## config.mk

```make
export PLATFORM = sky130hd
export DESIGN_NAME = gpio_port
export DESIGN_NICKNAME = d
export VERILOG_FILES = /design/src/rtl/gpio_port_pkg.sv /design/src/rtl/gpio_port.sv
export SDC_FILE = /design/constraint.sdc
export NUM_CORES = 1
export LEC_CHECK = 0
export BUFFER_PORTS_ARGS = -buffer_cell sky130_fd_sc_hd__buf_4
export CORE_MARGIN = 2
export CORE_UTILIZATION = 54
export CTS_CLUSTER_SIZE = 16
export DETAILED_ROUTE_END_ITERATION = 12
export PLACE_DENSITY = 0.8
export SKIP_CTS_REPAIR_TIMING = 1
export SYNTH_ARGS = -nofsm -noshare
export SYNTH_HDL_FRONTEND = slang
export SYNTH_SLANG_ARGS = --single-unit
```

## constraint.sdc

```tcl
create_clock -name CLOCK_IN -period 2.8 [get_ports CLOCK_IN]
set_input_delay 0.56 -clock CLOCK_IN [delete_from_list [all_inputs] [get_ports CLOCK_IN]]
set_output_delay 0.56 -clock CLOCK_IN [all_outputs]
set_load 0.01 [all_outputs]
```

## src/rtl/gpio_port_pkg.sv

```systemverilog
// constants for the steerable two-port gpio block
// ==========================================================================
// ==========================================================================
package gpio_port_pkg;

   // ======================================================================
   // register offsets on the plain register port
   localparam logic [3:0] DIR_D_ADDR   = 4'h0;
   localparam logic [3:0] DIR_E_ADDR   = 4'h1;
   localparam logic [3:0] LEVEL_D_ADDR = 4'h2;
   localparam logic [3:0] LEVEL_E_ADDR = 4'h3;
   localparam logic [3:0] LATCH_D_ADDR = 4'h4;
   localparam logic [3:0] LATCH_E_ADDR = 4'h5;
   localparam logic [3:0] ANSEL_D_ADDR = 4'h6;
   localparam logic [3:0] ANSEL_E_ADDR = 4'h7;
   localparam logic [3:0] WPU_D_ADDR   = 4'h8;
   localparam logic [3:0] WPU_E_ADDR   = 4'h9;
   localparam logic [3:0] STEER_ADDR   = 4'hA;

   // ======================================================================
   // values after reset
   localparam logic [7:0] DIR_RESET    = 8'hFF;
   localparam logic [7:0] LATCH_RESET  = 8'h00;
   localparam logic [7:0] ANSEL_RESET  = 8'hFF;
   localparam logic [7:0] WPU_RESET    = 8'h00;
   localparam logic [7:0] STEER_RESET  = 8'h00;

   // ======================================================================
   // pin index of each steered output, steer bit 7 down to bit 0
   localparam logic [7:0][2:0] STEER_PIN = {3'h3, 3'h4, 3'h0, 3'h1, 3'h2, 3'h7, 3'h5, 3'h6};

   localparam int NUM_PORTS = 2;

endpackage : gpio_port_pkg

```

## src/rtl/gpio_port.sv

```systemverilog
// two eight-pin gpio ports with pwm output steering
module gpio_port (
   input  wire logic       CLOCK_IN,
   input  wire logic       RSTN_IN,
   input  wire logic [3:0] ADDR_IN,
   input  wire logic [7:0] WDATA_IN,
   input  wire logic       WR_IN,
   input  wire logic       RD_IN,
   output logic      [7:0] RDATA_OUT,
   input  wire logic [7:0] PORT_D_PIN_IN,
   output logic      [7:0] PORT_D_PIN_OUT,
   output logic      [7:0] PORT_D_PIN_OE_OUT,
   output logic      [7:0] PORT_D_PULLUP_OUT,
   output logic      [7:0] PORT_D_DIGITAL_OUT,
   input  wire logic [7:0] PORT_E_PIN_IN,
   output logic      [7:0] PORT_E_PIN_OUT,
   output logic      [7:0] PORT_E_PIN_OE_OUT,
   output logic      [7:0] PORT_E_PULLUP_OUT,
   output logic      [7:0] PORT_E_DIGITAL_OUT,
   input  wire logic [7:0] PWM_EN_IN,
   input  wire logic [7:0] PWM_DATA_IN,
   input  wire logic [7:0] SEG_EN_D_IN,
   input  wire logic [7:0] SEG_DATA_D_IN,
   input  wire logic [7:0] SEG_EN_E_IN,
   input  wire logic [7:0] SEG_DATA_E_IN
);

   // =======================================================================
   // state
   logic [1:0][7:0] dir_r;
   logic [1:0][7:0] latch_r;
   logic [1:0][7:0] ansel_r;
   logic [1:0][7:0] wpu_r;
   logic      [7:0] steer_r;
   logic [1:0][7:0] pin_meta_r;
   logic [1:0][7:0] pin_sync_r;
   logic [1:0][7:0] digital_in;
   logic [1:0][7:0] pwm_en;
   logic [1:0][7:0] pwm_dat;
   logic [1:0][7:0] seg_en;
   logic [1:0][7:0] seg_dat;
   logic [1:0][7:0] ovr_en;
   logic [1:0][7:0] drv_nxt;
   logic [1:0][7:0] oe_nxt;
   logic [1:0][7:0] drv_r;
   logic [1:0][7:0] oe_r;
   logic [1:0][7:0] pull_r;
   logic      [7:0] rdata_nxt;

   assign seg_en  = {SEG_EN_E_IN, SEG_EN_D_IN};
   assign seg_dat = {SEG_DATA_E_IN, SEG_DATA_D_IN};

   // =======================================================================
   // pin synchroniser, two stages
   always_ff @(posedge CLOCK_IN) begin
      if (!RSTN_IN) begin
         pin_meta_r <= '0;
         pin_sync_r <= '0;
      end else begin
         pin_meta_r <= {PORT_E_PIN_IN, PORT_D_PIN_IN};
         pin_sync_r <= pin_meta_r;
      end
   end

   // analog pins read as zero on every digital path
   assign digital_in = pin_sync_r & ~ansel_r;

   // =======================================================================
   // register writes
   always_ff @(posedge CLOCK_IN) begin
      if (!RSTN_IN) begin
         dir_r <= {gpio_port_pkg::DIR_RESET, gpio_port_pkg::DIR_RESET};
      end else if (WR_IN) begin
         unique case (ADDR_IN)
            gpio_port_pkg::DIR_D_ADDR: dir_r[0] <= WDATA_IN;
            gpio_port_pkg::DIR_E_ADDR: dir_r[1] <= WDATA_IN;
            default: ;
         endcase
      end
   end

   always_ff @(posedge CLOCK_IN) begin
      if (!RSTN_IN) begin
         latch_r <= {gpio_port_pkg::LATCH_RESET, gpio_port_pkg::LATCH_RESET};
      end else if (WR_IN) begin
         unique case (ADDR_IN)
            gpio_port_pkg::LATCH_D_ADDR, gpio_port_pkg::LEVEL_D_ADDR: latch_r[0] <= WDATA_IN;
            gpio_port_pkg::LATCH_E_ADDR, gpio_port_pkg::LEVEL_E_ADDR: latch_r[1] <= WDATA_IN;
            default: ;
         endcase
      end
   end

   always_ff @(posedge CLOCK_IN) begin
      if (!RSTN_IN) begin
         ansel_r <= {gpio_port_pkg::ANSEL_RESET, gpio_port_pkg::ANSEL_RESET};
         wpu_r   <= {gpio_port_pkg::WPU_RESET, gpio_port_pkg::WPU_RESET};
      end else if (WR_IN) begin
         unique case (ADDR_IN)
            gpio_port_pkg::ANSEL_D_ADDR: ansel_r[0] <= WDATA_IN;
            gpio_port_pkg::ANSEL_E_ADDR: ansel_r[1] <= WDATA_IN;
            gpio_port_pkg::WPU_D_ADDR:   wpu_r[0]   <= WDATA_IN;
            gpio_port_pkg::WPU_E_ADDR:   wpu_r[1]   <= WDATA_IN;
            default: ;
         endcase
      end
   end

   always_ff @(posedge CLOCK_IN) begin
      if (!RSTN_IN) begin
         steer_r <= gpio_port_pkg::STEER_RESET;
      end else if (WR_IN && ADDR_IN == gpio_port_pkg::STEER_ADDR) begin
         steer_r <= WDATA_IN;
      end
   end

   // =======================================================================
   // register reads, data in the following cycle
   always_comb begin
      unique case (ADDR_IN)
         gpio_port_pkg::DIR_D_ADDR:   rdata_nxt = dir_r[0];
         gpio_port_pkg::DIR_E_ADDR:   rdata_nxt = dir_r[1];
         gpio_port_pkg::LEVEL_D_ADDR: rdata_nxt = digital_in[0];
         gpio_port_pkg::LEVEL_E_ADDR: rdata_nxt = digital_in[1];
         gpio_port_pkg::LATCH_D_ADDR: rdata_nxt = latch_r[0];
         gpio_port_pkg::LATCH_E_ADDR: rdata_nxt = latch_r[1];
         gpio_port_pkg::ANSEL_D_ADDR: rdata_nxt = ansel_r[0];
         gpio_port_pkg::ANSEL_E_ADDR: rdata_nxt = ansel_r[1];
         gpio_port_pkg::WPU_D_ADDR:   rdata_nxt = wpu_r[0];
         gpio_port_pkg::WPU_E_ADDR:   rdata_nxt = wpu_r[1];
         gpio_port_pkg::STEER_ADDR:   rdata_nxt = steer_r;
         default:                     rdata_nxt = 8'h00;
      endcase
   end

   always_ff @(posedge CLOCK_IN) begin
      if (!RSTN_IN) begin
         RDATA_OUT <= 8'h00;
      end else if (RD_IN) begin
         RDATA_OUT <= rdata_nxt;
      end else begin
         RDATA_OUT <= 8'h00;
      end
   end

   // =======================================================================
   // steering: set bit selects port d pin, clear selects port e pin
   for (genvar k = 0; k < 8; k++) begin : g_steer
      localparam int P = int'(gpio_port_pkg::STEER_PIN[k]);
      assign pwm_en[0][P]  = PWM_EN_IN[k] & steer_r[k];
      assign pwm_en[1][P]  = PWM_EN_IN[k] & ~steer_r[k];
      assign pwm_dat[0][P] = PWM_DATA_IN[k];
      assign pwm_dat[1][P] = PWM_DATA_IN[k];
   end

   // =======================================================================
   // output priority: segment, then steered pwm, then latch
   assign ovr_en = seg_en | pwm_en;

   always_comb begin
      for (int p = 0; p < gpio_port_pkg::NUM_PORTS; p++) begin
         for (int b = 0; b < 8; b++) begin
            if (seg_en[p][b]) begin
               drv_nxt[p][b] = seg_dat[p][b];
               oe_nxt[p][b]  = 1'b1;
            end else if (pwm_en[p][b]) begin
               drv_nxt[p][b] = pwm_dat[p][b];
               oe_nxt[p][b]  = 1'b1;
            end else begin
               drv_nxt[p][b] = latch_r[p][b];
               oe_nxt[p][b]  = ~dir_r[p][b];
            end
         end
      end
   end

   always_ff @(posedge CLOCK_IN) begin
      if (!RSTN_IN) begin
         drv_r  <= '0;
         oe_r   <= '0;
         pull_r <= '0;
      end else begin
         drv_r  <= drv_nxt;
         oe_r   <= oe_nxt;
         pull_r <= wpu_r & dir_r & ~ovr_en;
      end
   end

   assign PORT_D_PIN_OUT     = drv_r[0];
   assign PORT_D_PIN_OE_OUT  = oe_r[0];
   assign PORT_D_PULLUP_OUT  = pull_r[0];
   assign PORT_D_DIGITAL_OUT = digital_in[0];
   assign PORT_E_PIN_OUT     = drv_r[1];
   assign PORT_E_PIN_OE_OUT  = oe_r[1];
   assign PORT_E_PULLUP_OUT  = pull_r[1];
   assign PORT_E_DIGITAL_OUT = digital_in[1];
endmodule : gpio_port

```

==> results of run 1 <==
## final timing paths
check | end | from
worst min register to register | pin_sync_r[11] | pin_meta_r[11]
worst max register to register | RDATA_OUT[1] | ansel_r[9]
worst min-delay path | pin_meta_r[15] | PORT_E_PIN_IN[7]
worst max-delay path | wpu_r[8] | ADDR_IN[0]
## area by class of cell
type / count / area (sq um)
fill: 968 / 3664
sequential: 160 / 3203
multi-input combinational: 495 / 3164
timing repair buffer: 158 / 1186
clock buffer: 22 / 464.2
tap: 147 / 183.9
clock inverter: 10 / 135.1
inverter: 3 / 11.26
## state kept, by name, summed over array words and instances, names as in the netlist, 16 cells and up
register,count
ansel_r,16
dir_r,16
latch_r,16
pin_meta_r,16
pin_sync_r,16
wpu_r,16
## worst max-delay path: stages
cell and delay, ns:
buf_4 0.35, and2b_1 0.35, and3_1 0.64, mux2i_1 0.27, nor2b_1 0.07
## cells in the mapped netlist (all sizes together), types with 3 or more instances
library cell    n
nand3          46
a32oi           4
clkbuf         19
and2b           3
nor2           16
a21o            5
mux4            3
and2           58
nand3b         14
dfxtp         160
and3           19
mux2            5
a31oi           7
nor3b          12
o21ai          25
a21oi           4
nand2         103
buf            28
nor3            3
nor2b          76
o32a            4
a22oi           5
nand2b          4
inv             3
mux2i          63
## per-layer routing
layer / vias to the layer above / wire (microns)
met5: - / 0
li1: 2645 / -
met2: 224 / 8597
met3: 35 / 1169
met4: 0 / 461
met1: 2662 / 7977
## logic make-up (layout without fill, tap and decap cells)
group	count (synthesis)	after routing	share of synthesized area, %
AND/OR/NAND/NOR	358	358	29.40
multiplexers	71	71	11.37
XOR/XNOR	1	1	0.1320
AO/OA/AOI/OAI	65	65	6.790
flip-flops	160	160	48.28
buffers and inverters	50	193	4.017
## stage by stage
step | power [mW] | hold WS [ns]
finish | 5.200 | 0.3402
global route | 5.357 | 0.3359
CTS | 5.211 | 0.3346
detailed placement | 2.899 | 0.4184
global placement | 2.887 | 0.4140
floorplan | 2.691 | 0.4119
## power groups by stage
stage / registers (mW) / clock network (mW) / logic, mW
after global placement: 2.43 / 0 / 0.454
after global routing: 2.39 / 2.46 / 0.507
after detailed placement: 2.43 / 0 / 0.464
after CTS: 2.38 / 2.36 / 0.467
final: 2.38 / 2.35 / 0.468
after floorplan: 2.44 / 0 / 0.253
==> results.md, run 1 <==
- NetSw: 1.174 mW
- Drt wl/cell: 18.30 microns
- Worst R2R Setup Slack: 1.43 ns
- TritonCTS Sinks: 160
- Int Pwr: 4.026 mW
- HP Class: input pin to flop
- CTS Buffer Depth: 2
- Yosys cell types: 47
- Initial antenna violation count: 0
- Core Util, Final: 69.50%
- Fin nets: 915
- Cell taking the most area after synthesis: dfxtp_1
- Dpl cells: 963
- Met1 capacity usage during global routing: 37.50%
- Ys async rst share: 0%
- Count of flip-flops with a built-in enable after synthesis: 0
- Seq pwr share: 45.9%
- First-pass GRT wire length: 28.15 mm
- Design area: 8348 sq um
- DR pass1 iterations: 5
- Slew at the pin closest to its max-slew limit: 0.6924 ns
- Crit path required time: 3.10 ns
- Gr usage total: 28.03%
- Die ar.: 13190 sq um
- Most frequent cells in the layout: dfxtp_1 (160), buf_4 (158), nand2_1 (103)
- Gr ovfl total: 0
- Max IR drop VDD: 0.3554 mV
- Cell area power density: 622.9 nW/um^2
- # rows: 40
- DRC: 0
- Root Buffer: clkbuf_16
- Worst Path Max Fanout: 34
- Ports: 152
- Worst Skew: 0.01209 ns
- Crit path DAT: 2.26 ns
- Inserted Clock Buffers: 17
- Syn_area_per_cell: 9.410 sq um
- Starting density of the core: 55.23%
- Fin crit period: 1.956 ns
- CP Class: input pin to flop
- Setup TNS: 0 ns
- Hold Path Cell Cnt: 2
- Diode count: 0
- Post-synthesis cell count: 705
- Most common cell after layout, fill and taps aside: dfxtp_1
- Main area contributors after synthesis: dfxtp_1 (48%), mux2i_1 (9.5%), nor2b_1 (7.2%)
- RSZ-0062 raised after global routing: false
- Period utilisation layout: 69.86%
- Relative slew slack: 53.74%
- Fin. max-slew vios: 0
- Clock-pin slew on the worst setup and hold paths: 0.06 ns
- Leakage: 3.815 nW
- Fmax achieved: 511.2 MHz
- Buffers on Ports: 151
- Worst setup SP type: input pin
- M2 GR Usage: 45.64%
- Syn_nets: 785
- YS warnings: 0
- FF-to-FF path depth: 4
- H-tree depth: 4
- Status: finished clean
- Sequential share of the synthesized area: 48.28%
- Area delta synth->final: 25.84%
- Pre-CTS setup slack: 0.4308 ns
- Iter 0 DRT Violations: 463
- Layer with the highest usage: met2
- Max Cap Viol: 0
- Core area: 12010 sq um
- Largest net degree at the start of global routing: 51
- Layout cells sized above 1: 23.94%
- Die X: 114.8 microns
- Final WS setup: 0.8440 ns
- Switch share: 22.58%
- Logic pwr share: 9.0%
- Vias per std cell: 5.594
- Top cell type's share of synthesized area: 48.28%
- Post-Syn Area: 6634 sq um
- #FFs+latches synth: 160
- Post-Route WL: 18.21 mm
- Synth Flop Type: dfxtp_1
- Count of final setup violators: 0
- Placed wire-length estimate: 12.94 mm
- Crit end category: flop
- Clock share of power: 45.1%
- Placer Congestion: 0.9117
- Clock latency at the later pin of the worst-skew pair: 0.43 ns
- Die H: 114.8 microns
- Post-route antenna net violation count: 0
- Final hold violations: 0
- CTS tree: done
- Post-DP Area: 7749 sq um
- Cell Count, Final, Fillers Out: 995
- Number of global-route vias before repair: 5285
- Routing usage on met3: 5.008%
- Via count: 5566
No activity file was read; power rests on OpenSTA's default activity.
==> run 2: changes to the inputs <==
- clock period: 2.8 -> 1.8 ns (I/O delays scaled with it)
==> results.md, run 2 (same netlist as run 1, synthesis figures left out) <==
- Status: finished clean
- Via count: 5655
- Most frequent cells in the layout: buf_4 (174), dfxtp_1 (160), nand2_1 (103)
- H-tree depth: 4
- Worst Path Max Fanout: 3
- DRC: 0
- Layout cells sized above 1: 25.98%
- Worst Setup EP: PORT_D_DIGITAL_OUT[4]
- Max IR drop VDD: 0.7573 mV
- Most common cell after layout, fill and taps aside: buf_4
- Leakage: 3.983 nW
- Gr ovfl total: 0
- Inserted Clock Buffers: 17
- Reg-to-reg endpoint: RDATA_OUT[6]
- Worst setup SP type: flop
- HP Class: input pin to flop
- Vias per std cell: 5.560
- Final WS setup: 0.2136 ns
- Max Cap Viol: 0
- Fin. max-slew vios: 0
- Fin nets: 938
- Fmax achieved: 630.4 MHz
- Area delta synth->final: 30.55%
- Crit end category: output port
- Worst R2R Setup Slack: 0.49 ns
- RSZ-0062 raised after global routing: false
- Worst setup startpoint: ansel_r[4]
- Relative slew slack: 64.95%
- Number of global-route vias before repair: 5516
- Crit path required time: 1.44 ns
- Clock latency at the later pin of the worst-skew pair: 0.43 ns
- Iter 0 DRT Violations: 415
- Placer Congestion: 0.9181
- Setup TNS: 0 ns
- Cell Count, Final, Fillers Out: 1017
- Slew at the pin closest to its max-slew limit: 0.5243 ns
- Starting density of the core: 55.23%
- CP Class: flop to output port
- TritonCTS Sinks: 160
- First-pass GRT wire length: 28.99 mm
- Drt wl/cell: 18.39 microns
- Initial antenna violation count: 0
- CTS tree: done
- Worst Skew: 0.006472 ns
- Pre-CTS setup slack: 0.06440 ns
- Gr usage total: 28.98%
- Period utilisation layout: 88.13%
- Largest net degree at the start of global routing: 70
- Die H: 114.8 microns
- Post-Route WL: 18.70 mm
- Clock-pin slew on the worst setup and hold paths: 0.06 ns
- Dpl cells: 986
- Placed wire-length estimate: 13.62 mm
- # rows: 40
- Buffers on Ports: 151
- CTS Buffer Depth: 2
- DR pass1 iterations: 7
- Diode count: 0
- Final hold violations: 0
- Crit path DAT: 1.23 ns
- R2R Path Start: latch_r[6]
- Count of final setup violators: 0
- Root Buffer: clkbuf_16
- Die X: 114.8 microns
- Core area: 12010 sq um
- Cell area power density: 975.3 nW/um^2
- FF-to-FF path depth: 4
- Ports: 152
- Die ar.: 13190 sq um
- Fin crit period: 1.586 ns
- Post-route antenna net violation count: 0
run 2: changes by cell type in the layout (fill, tap and decap cells not counted), sizes merged:
cell,previous run,this run
bufinv,3,5
clkinvlp,1,0
inv,3,4
buf,158,181
clkinv,6,3
run 2: worst min-delay path by stage:
stage | start | end | slack, ns | cells past startpoint
after CTS | PORT_D_PIN_IN[0] | pin_meta_r[0] | 0.13 | 2
final | PORT_E_PIN_IN[2] | pin_meta_r[10] | 0.13 | 2
after floorplan | pin_meta_r[0] | pin_sync_r[0] | 0.41 | 1
after detailed placement | pin_meta_r[13] | pin_sync_r[13] | 0.42 | 1
after global placement | pin_meta_r[3] | pin_sync_r[3] | 0.41 | 1
after global routing | PORT_E_PIN_IN[2] | pin_meta_r[10] | 0.13 | 2
run 2: per-stage QoR:
step	cell area, sq um	util [%]	power (mW)	hold WS, ns
2_1_floorplan	6634	-	4.187	0.4119
3_3_place_gp	8009	66.68	4.535	0.4140
3_5_place_dp	8009	66.68	4.554	0.4194
4_1_cts	8661	72.10	8.471	0.1263
5_1_grt	8661	72.10	8.698	0.1259
6_report	8661	72.10	8.447	0.1340
run 2: power breakdown:
part	total, mW	internal, mW	switching (mW)
registers	3.71	3.66	0.0570
clock network	3.96	2.56	1.40
logic	0.771	0.394	0.377
run 2: worst max-delay path: stages (launching register included):
cell and delay (ns):
dfxtp_1 0.34, nor2b_1 0.27, buf_4 0.18
run 2: final cells by class:
type	count	area (sq um)
fillers	898	3351
multi-input cells	495	3164
flip-flops and latches	160	3203
inverters	3	11.26
clock buffers	22	474.2
well taps	147	183.9
clock inverters	9	177.7
repair buffers	181	1446
run 2: metal layers:
metal	wire, microns	vias to the layer above	part of all wire, %	GRT usage (%)
met5	0	-	0	0
met4	616	0	3.3	12.93
met3	1501	47	8.0	6.642
met2	8682	260	46	45.92
met1	7899	2654	42	38.07
li1	-	2694	-	-
==> run 3: changes to the inputs <==
- CORE_UTILIZATION: 54 -> 35
- PLACE_DENSITY: 0.8 -> default
==> results.md, run 3 (same netlist as run 1, synthesis figures left out) <==
- Seq pwr share: 46.2%
- Slew at the pin closest to its max-slew limit: 0.5091 ns
- DRC: 0
- Root Buffer: clkbuf_16
- Post-Route WL: 18.80 mm
- Post-DP Area: 8105 sq um
- Diode count: 0
- Clock latency at the later pin of the worst-skew pair: 0.43 ns
- H-tree depth: 4
- Inserted Clock Buffers: 17
- Relative slew slack: 65.99%
- Max Cap Viol: 0
- Area delta synth->final: 30.93%
- Layout cells sized above 1: 26.60%
- Worst Path Max Fanout: 3
- Fin nets: 943
- Pre-CTS setup slack: -0.009503 ns
- Gr usage total: 19.09%
- Iter 0 DRT Violations: 447
- HP Class: input pin to flop
- Worst Skew: 0.01470 ns
- Fmax achieved: 611.7 MHz
- Drt wl/cell: 16.93 microns
- Max IR drop VDD: 0.7090 mV
- Design area: 8686 sq um
- Most common cell after layout, fill and taps aside: buf_4
- Crit path DAT: 1.27 ns
- Max layer used: met4
- Logic pwr share: 9.4%
- Die H: 141.7 microns
- FF-to-FF path depth: 3
- Via count: 5409
- CTS tree: done
- Crit end category: output port
- Fin crit period: 1.635 ns
- Cell area power density: 924.5 nW/um^2
- Buffers on Ports: 151
- Clock-pin slew on the worst setup and hold paths: 0.06 ns
- Met3 wire length: 1.170 mm
- Worst setup SP type: flop
- Final hold violations: 0
- NetSw: 1.972 mW
- Placer Congestion: 0.9813
- Core area: 18640 sq um
- Post-route antenna net violation count: 0
- WP depth: 2
- TritonCTS Sinks: 160
- Met2 wire len: 8.477 mm
- Fin. max-slew vios: 0
- Crit path cell chain: nor2b_1 > buf_4
- Gr ovfl total: 0
- Hold Path Cell Cnt: 2
- Die X: 141.7 microns
- CP Class: flop to output port
- Int Pwr: 6.058 mW
- Final WS setup: 0.1652 ns
- Ports: 152
- Period utilisation layout: 90.82%
- Largest net degree at the start of global routing: 64
- CP delay by family, top: flip-flops
- Die ar.: 20070 sq um
- Leakage: 3.953 nW
- RSZ-0062 raised after global routing: false
- Filler cell count: 1820
- Switch share: 24.55%
- Slowest Stage Delay on Critical Path: 0.35 ns
- Most frequent cells in the layout: buf_4 (183), dfxtp_1 (160), nand2_1 (103)
- Number of global-route vias before repair: 5186
- Starting density of the core: 35.58%
- Count of final setup violators: 0
- Placed wire-length estimate: 13.95 mm
- # rows: 50
- CTS Buffer Depth: 2
- Initial antenna violation count: 0
- Vias per std cell: 4.873
- Status: finished clean
- First-pass GRT wire length: 29.19 mm
- Clock share of power: 44.4%
- Crit path required time: 1.44 ns
- Metal-1 WL: 8.820 mm
- Max stage delay cell, worst path: dfxtp_1
- CP Buf/Inv Count: 1
- DR pass1 iterations: 5
[run 3: per-stage QoR]
stage               total power, mW  utilization [%]  setup TNS, ns  std cells  hold slack (ns)
floorplan                     4.187                -              0        705           0.4119
global placement              4.542            43.48    -0.00005607       1078           0.4153
detailed placement            4.546            43.48      -0.009503       1078           0.4169
CTS                           8.102            46.59              0       1110           0.1168
global route                  8.334            46.59              0       1110           0.1183
finish                        8.030            46.59              0       1110           0.1281
[run 3: final cells by class]
| type | instances | area (sq um) | share of cell area, % |
|---|---|---|---|
| multi-input cells | 495 | 3164 | 36.43 |
| flip-flops and latches | 160 | 3203 | 36.88 |
| clock inverters | 12 | 123.9 | 1.426 |
| well taps | 234 | 292.8 | 3.371 |
| repair buffers | 186 | 1434 | 16.51 |
| clock buffers | 20 | 456.7 | 5.258 |
| inverters | 3 | 11.26 | 0.1296 |
[run 3: power by group through the flow]
stage                     Sequential (mW)  Combinational, mW  Clock, mW
after floorplan                      3.79              0.394          0
after global placement               3.79              0.753          0
after detailed placement             3.79              0.756          0
after CTS                            3.71              0.759       3.63
after global routing                 3.72              0.827       3.79
final                                3.71              0.757       3.56
[run 3: final timing paths]
| check | end | from | slack (ns) |
|---|---|---|---|
| worst max-delay path | PORT_D_DIGITAL_OUT[1] | ansel_r[1] | 0.17 |
| worst min-delay path | pin_meta_r[1] | PORT_D_PIN_IN[1] | 0.13 |
| worst max register to register | RDATA_OUT[2] | latch_r[2] | 0.47 |
| worst min register to register | pin_sync_r[10] | pin_meta_r[10] | 0.43 |
[run 3: routing by layer]
layer / up-vias / track usage (%)
met2: 177 / 29.25
met4: 0 / 6.211
met1: 2499 / 26.10
met3: 21 / 5.299
li1: 2712 / -
met5: - / 0
[run 3: worst reg2reg max path, cell delays in order (launching register included)]
cell       delay [ns]
dfxtp_1          0.37
mux4_2           0.48
a32oi_1          0.22
o2bb2ai_1        0.13
